`config.mk`:
```
export PLATFORM = sky130hd
export DESIGN_NAME = sesr_regs
export DESIGN_NICKNAME = d
export VERILOG_FILES = /design/src/hdl/sesr_regs.v
export VERILOG_INCLUDE_DIRS = /design/src /design/src/hdl
export SDC_FILE = /design/constraint.sdc
export NUM_CORES = 1
export LEC_CHECK = 0
export BUFFER_PORTS_ARGS = -buffer_cell sky130_fd_sc_hd__buf_4
export CELL_PAD_IN_SITES_DETAIL_PLACEMENT = 0
export CELL_PAD_IN_SITES_GLOBAL_PLACEMENT = 1
export CORE_ASPECT_RATIO = 0.9
export CORE_MARGIN = 1.5
export CORE_UTILIZATION = 29
export CTS_CLUSTER_DIAMETER = 50
export CTS_CLUSTER_SIZE = 28
export DETAILED_ROUTE_END_ITERATION = 10
export PLACE_DENSITY = 0.72
export SETUP_SLACK_MARGIN = 0.05
export SYNTH_ARGS = -nofsm -noshare
export SYNTH_HDL_FRONTEND = slang
export SYNTH_SLANG_ARGS = --single-unit
```
`constraint.sdc`:
```
create_clock -name clk -period 2.5 [get_ports clk]
set_clock_uncertainty 0.05 [all_clocks]
set_input_delay 0.125 -clock clk [delete_from_list [all_inputs] [get_ports clk]]
set_output_delay 0.125 -clock clk [all_outputs]
set_load 0.05 [all_outputs]
```
`src/hdl/sesr_defs.vh`:
```
// constants for the standard event status register block
//
// Function
// - clear-status empties event register and queues; enable mask is kept.
// - writable 8-bit enable mask, range 0 to 255, default 0, readable.
// - bits 1 and 6 of event register and mask always read zero.
// - bit 7 set when power cycled since last read or clear.
// - bit 5 command error, bit 4 execution error, bit 3 device error.
// - bit 2 query error on empty read, unread response, or both buffers full.
// - bit 0 set once all commands through operation-complete have executed.
// - queries return the unsigned sum of weights of set bits.
// - event register query returns contents and clears the register.
// - identification query returns maker, model, serial, version fields.
// - after operation-complete command, bit 0 sets when current scan ends.
// - operation-complete query returns 1 if operation finished, else 0.
// - power-on-clear setting is writable and readable, selects enable clearing.
// - setting defaults to 1; when 1 enable registers zero at power-up only.
`ifndef SESR_DEFS_VH
`define SESR_DEFS_VH
`define SESR_BIT_OPC 0
`define SESR_BIT_QRY 2
`define SESR_BIT_DEV 3
`define SESR_BIT_EXE 4
`define SESR_BIT_CMD 5
`define SESR_BIT_PON 7
`define SESR_USED_MASK 8'hbd
`define SESR_ENA_RESET 8'h00
`define SESR_EVT_RESET 8'h80
`define SESR_PSC_RESET 1'h1
`define SESR_ZERO8 8'h00
`define SESR_ONE8 8'h01
`define SESR_ID_CHARS 4
`define SESR_ID_IDX_W 2
`define SESR_ID_MAKER 2'h0
`define SESR_ID_MODEL 2'h1
`define SESR_ID_SERIAL 2'h2
`define SESR_ID_LAST 2'h3
`endif

```
`src/hdl/sesr_regs.v`:
```
// standard event status register bank with enable mask and opc handling
`default_nettype none
`include "sesr_defs.vh"
module sesr_regs #(
   // arbitrary neutral identification bytes: maker, model, serial, version
   parameter [7:0] ID_MAKER = 8'h41,
   parameter [7:0] ID_MODEL = 8'h42,
   parameter [7:0] ID_SERIAL = 8'h43,
   parameter [7:0] ID_VERSION = 8'h44
) (
   input wire clk,
   input wire rst_b,
   input wire cls_cmd,
   input wire ese_wr,
   input wire [7:0] ese_wdata,
   input wire ese_rd,
   input wire esr_rd,
   input wire psc_wr,
   input wire psc_wdata,
   input wire psc_rd,
   input wire opc_cmd,
   input wire opc_qry,
   input wire idn_qry,
   input wire scan_busy,
   input wire cmd_err,
   input wire exe_err,
   input wire dev_err,
   input wire rd_empty_out,
   input wire new_line_unread,
   input wire bufs_full,
   output reg [7:0] resp_data,
   output reg resp_valid,
   output reg resp_last,
   output reg [7:0] event_status,
   output reg [7:0] enable_mask,
   output reg psc_setting,
   output reg err_queue_clr
);
   // *****************************
   // state
   // *****************************
   reg [7:0] event_reg;
   reg [7:0] event_next;
   reg [7:0] ena_reg;
   reg psc_reg;
   reg opc_armed_reg;
   reg resp_state_reg;
   reg resp_state_next;
   reg [`SESR_ID_IDX_W-1:0] idn_idx_reg;
   reg pwr_done_reg;

   function [7:0] id_char;
      input [`SESR_ID_IDX_W-1:0] idx;
      begin
         case (idx)
            `SESR_ID_MAKER: id_char = ID_MAKER;
            `SESR_ID_MODEL: id_char = ID_MODEL;
            `SESR_ID_SERIAL: id_char = ID_SERIAL;
            default: id_char = ID_VERSION;
         endcase
      end
   endfunction

   // *****************************
   // query acceptance
   // *****************************
   // while the identity answer streams every other query is refused; a refused
   // event read must not clear the register, or its events would be lost
   localparam RESP_IDLE = 1'b0;
   localparam RESP_IDENT = 1'b1;

   wire resp_free = (resp_state_reg == RESP_IDLE);
   wire take_esr = resp_free & esr_rd;
   wire take_ese = resp_free & ~esr_rd & ese_rd;
   wire take_psc = resp_free & ~esr_rd & ~ese_rd & psc_rd;
   wire take_opc = resp_free & ~esr_rd & ~ese_rd & ~psc_rd & opc_qry;
   wire take_idn = resp_free & ~esr_rd & ~ese_rd & ~psc_rd & ~opc_qry & idn_qry;
   // opc answer follows scan_busy of the strobe cycle, not a latched copy
   wire take_one = take_esr | take_ese | take_psc | take_opc;
   wire ident_end = (idn_idx_reg == `SESR_ID_LAST);

   // one-byte answers share one formatting path
   // priority esr, then mask, then setting, else operation complete
   function [7:0] short_answer;
      input sel_esr;
      input sel_ese;
      input sel_psc;
      input [7:0] evt;
      input [7:0] ena;
      input psc;
      input busy;
      begin
         if (sel_esr) short_answer = evt;
         else if (sel_ese) short_answer = ena;
         else if (sel_psc) short_answer = {7'h00, psc};
         else short_answer = busy ? `SESR_ZERO8 : `SESR_ONE8;
      end
   endfunction

   // *****************************
   // event register next value
   // *****************************
   wire scan_done = opc_armed_reg & ~scan_busy;
   // any of the three buffer faults counts as one query error
   wire query_fault = rd_empty_out | new_line_unread | bufs_full;
   wire pwr_clear = ~pwr_done_reg & psc_reg;
   always @* begin
      event_next = event_reg;
      if (take_esr || cls_cmd) begin
         event_next = `SESR_ZERO8;
      end
      // sets applied after the clear so a same-cycle event is not lost
      if (cmd_err) event_next[`SESR_BIT_CMD] = 1'b1;
      if (exe_err) event_next[`SESR_BIT_EXE] = 1'b1;
      if (dev_err) event_next[`SESR_BIT_DEV] = 1'b1;
      if (query_fault) begin
         event_next[`SESR_BIT_QRY] = 1'b1;
      end
      if (scan_done) event_next[`SESR_BIT_OPC] = 1'b1;
      event_next = event_next & `SESR_USED_MASK;
   end

   // *****************************
   // registers
   // *****************************
   always @(posedge clk or negedge rst_b) begin
      if (!rst_b) begin
         event_reg <= `SESR_EVT_RESET;
         ena_reg <= `SESR_ENA_RESET;
         psc_reg <= `SESR_PSC_RESET;
         opc_armed_reg <= 1'b0;
         pwr_done_reg <= 1'b0;
      end else begin
         event_reg <= event_next;
         pwr_done_reg <= 1'b1;
         // without a retention store the mask powers up at 0 either way;
         // psc only decides whether clearing is asserted at power-up
         if (pwr_clear) ena_reg <= `SESR_ENA_RESET;
         else if (ese_wr) ena_reg <= ese_wdata & `SESR_USED_MASK;
         if (psc_wr) psc_reg <= psc_wdata;
         if (cls_cmd) opc_armed_reg <= 1'b0;
         else if (opc_cmd) opc_armed_reg <= 1'b1;
         else if (scan_done) opc_armed_reg <= 1'b0;
      end
   end

   // *****************************
   // query responses
   // *****************************
   // the identity answer always runs its four bytes to the end
   always @* begin
      resp_state_next = resp_state_reg;
      case (resp_state_reg)
         RESP_IDLE: begin
            if (take_idn) resp_state_next = RESP_IDENT;
         end
         RESP_IDENT: begin
            if (ident_end) resp_state_next = RESP_IDLE;
         end
         default: begin
            resp_state_next = RESP_IDLE;
         end
      endcase
   end

   // a refused query gets no answer at all; the host has to ask again
   always @(posedge clk or negedge rst_b) begin
      if (!rst_b) begin
         resp_state_reg <= RESP_IDLE;
         idn_idx_reg <= {`SESR_ID_IDX_W{1'b0}};
         resp_data <= `SESR_ZERO8;
         resp_valid <= 1'b0;
         resp_last <= 1'b0;
      end else begin
         resp_state_reg <= resp_state_next;
         resp_valid <= 1'b0;
         resp_last <= 1'b0;
         case (resp_state_reg)
            RESP_IDLE: begin
               // index is parked at the first field while idle
               idn_idx_reg <= {`SESR_ID_IDX_W{1'b0}};
               if (take_one) begin
                  resp_data <= short_answer(take_esr, take_ese, take_psc,
                     event_reg, ena_reg, psc_reg,
                     scan_busy);
                  resp_valid <= 1'b1;
                  resp_last <= 1'b1;
               end
            end
            RESP_IDENT: begin
               resp_data <= id_char(idn_idx_reg);
               resp_valid <= 1'b1;
               resp_last <= ident_end;
               idn_idx_reg <= idn_idx_reg + 1'b1;
            end
            default: begin
               idn_idx_reg <= {`SESR_ID_IDX_W{1'b0}};
            end
         endcase
      end
   end

   // *****************************
   // status mirrors
   // *****************************
   // mirrors trail the registers by one cycle so every output leaves a flop
   always @(posedge clk or negedge rst_b) begin
      if (!rst_b) begin
         event_status <= `SESR_ZERO8;
         enable_mask <= `SESR_ZERO8;
         psc_setting <= 1'b0;
         err_queue_clr <= 1'b0;
      end else begin
         event_status <= event_reg;
         enable_mask <= ena_reg;
         psc_setting <= psc_reg;
         err_queue_clr <= cls_cmd;
      end
   end
endmodule
`default_nettype wire

```
==> run metrics <==
Clock Latency Late Sink=0.30 ns; M1 GR Usage=0.149; leakage=approximately 1.0 nW; Tot GR Track Use=0.123; Inserted Clock Buffers=5; full die area=5760 sq um; CP cell instances=inv_1 > a21oi_1 > a2111o_1 > dlygate4sd3_1; Starting DRT DRC Count=16; synthesis-stage register bit count=42; Setup Fix Bufs, Post-CTS=0; CP max stage cell=dfrtp_1; Layout Cells excl Fill=235; DR pass1 iterations=5; Crit path max-delay family=buffers and inverters; maximum vdd ir drop=around 450 uV; critical path arrival=around 2.3 ns; Seq/Total Area, Yosys=0.684; grt peak-use layer=met2; initial core utilization=0.309; HPWL after detailed placement=approximately 2400 um; total gr overflow=0; input/output buffers=48; diodes inserted=0; final period utilization=0.832; Slew Viols, Final=0; Max Cap Violations=0; CTS tree=yes; Synth Flop Type=dfrtp_1; RSZ-0062 raised after global routing=false; Post-Synthesis Cell Area=about 1500 sq um; fraction of layout cells with a size suffix above 1=0.382; final setup fails=0; met3 Use GR=0.0453; Synth Warn #=0; Post-synth EDFFs=0; Place WS=roughly 0.77 ns; H-tree Lvls=2; I/O pins=55; Routed Antenna Nets=0; Setup crit end kind=flop; critical path buffer and inverter count=2; register area=1050 sq um; fin crit period=~2.1 ns; residual DRC count=0; distinct cell type count after synthesis=29; first-pass GRT wire length=between 5000 and 6000 um; row count=24; cts hold-fix bufs=7; pwr dens=977 nW/um^2; Fillers=around 500; top-area cell type share of the netlist area=0.650; Max Clk Rate=roughly 480 MHz; WL per Instance=14.1 um; routability cong.=between 0.7 and 0.8; final count of hold timing violations=1; status=finished, violations left; Mapped Avg Cell Area=roughly 14 sq um; die width=about 80 um; worst setup margin=0.419 ns; area of the multi-input gates=roughly 430 sq um; DRT Wirelength=between 3000 and 4000 um; Hold/Removal Path Class=primary input to flop; critical path's largest stage delay=0.58 ns; Slew @ Worst Pin=between 0.5 and 0.6 ns; Reg clk slew, reported paths=roughly 0.08 ns; required time worst endpoint=~2.7 ns; DR vias/cell=roughly 4.4; Top reg by flops=resp_data; FFs w/ async S/R, synth=1.00; Core ar.=about 5000 sq um; initial antenna violation count=0; Synth area leaders=dfrtp_1 (65%), mux2i_1 (3.9%), dfstp_2 (3.4%); largest net degree at the start of global routing=43; crit-path max FO=12; Area Overhead vs Synth=38.3%; Max clock buf depth=2; number of global-route vias before repair=about 1,000; area leader, netlist=dfrtp_1; failing checks=hold timing; Syn Inst Count=~110; height of the die=a little over 70 um; Root Buffer=clkbuf_8; Worst slew margin=0.651; Worst setup SP type=flop; DP Cell Count=220; Hold WS=-0.00402 ns; number of flip-flops under the largest register name=8; final setup TNS=0 ns; Final nets=199; type of the worst setup path=flop to flop; M2 GR Usage=0.199; vias=~1,000; clock sink count=42; post-CTS sizing=0
==> per-layer routing <==
metal,share of wire,routed length (um)
met1,0.44,1440
met2,0.51,1680
met3,0.047,156
met4,0.0082,27
met5,0,0
==> power by group <==
part / switching [mW] / internal, mW
Clock: 0.222 / 0.325
Sequential: 0.0936 / 0.799
Combinational: 0.426 / 0.216
Total: 0.741 / 1.34
==> worst paths after layout <==
kind / from / to / slack (ns) / cells past startpoint
worst max-delay path: resp_state_reg$_DFF_PN0_ / event_reg[2]$_DFFE_PN0P_ / 0.42 / 4
worst min-delay path: opc_cmd / opc_armed_reg$_DFFE_PN0P_ / -0.004 / 3
worst max register to register: resp_state_reg$_DFF_PN0_ / event_reg[2]$_DFFE_PN0P_ / 0.42 / 4
worst min register to register: event_reg[4]$_DFFE_PN0P_ / event_status[4]$_DFF_PN0_ / 0.36 / 0
max in group asynchronous: rst_b / psc_reg$_DFFE_PN1P_ / 1.73 / 2
min in group asynchronous: rst_b / ena_reg[4]$_DFFE_PN0P_ / 0.30 / 2
==> cells in the final DEF (no fill, tap or decap), types with 2 or more instances in the layout <==
cell type	instances
clkbuf_8	6
mux2i_1	6
o2bb2ai_1	5
nor2_1	11
buf_4	48
a21oi_1	5
a21o_1	4
dfrtp_1	40
dlygate4sd3_1	7
conb_1	5
a21o_2	2
dfstp_2	2
inv_1	4
nand2_1	2
ha_1	3
and2_1	2
a22oi_1	4
==> per-stage QoR <==
stage	instance area (sq um)	total power, mW	util
3_5_place_dp	1940	1.54	0.390
4_1_cts	2130	2.10	0.427
2_1_floorplan	1550	1.32	-
5_1_grt	2130	2.18	0.427
3_3_place_gp	1940	1.53	0.390
6_report	2130	2.08	0.427
==> cell type report <==
class | count | area share
clock buffer | 7 | 0.0405
clock inverter | 1 | 0.0141
inverter | 5 | 0.00881
multi-input combinational | 60 | 0.202
sequential | 42 | 0.494
tap | 65 | 0.0382
timing repair buffer | 55 | 0.202
==> cells in the mapped netlist (2+ instances only) <==
master     count
and2_1         2
a21o_2         2
a21oi_1        5
clkbuf_1       2
dfrtp_1       40
buf_4          4
mux2i_1        6
ha_1           3
nor2_1        11
a22oi_1        4
inv_1          4
nand2_1        2
a21o_1         4
conb_1         2
o2bb2ai_1      5
dfstp_2        2
==> logic make-up (layout without fill, tap and decap cells) <==
family	count (synthesis)	in the layout	share of synthesized area
compound gates	25	25	0.126
fa+ha+maj	3	3	0.0244
mux	7	7	0.0463
simple gates	20	20	0.0707
other cells	2	5	0.00488
buf+inv	12	68	0.0439
flops	42	42	0.684
==> worst min-delay path: stages <==
cell and delay (ns):
buf_4 0.08, a21oi_1 0.03, nor2_1 0.07
No activity file was read; power rests on OpenSTA's default activity.
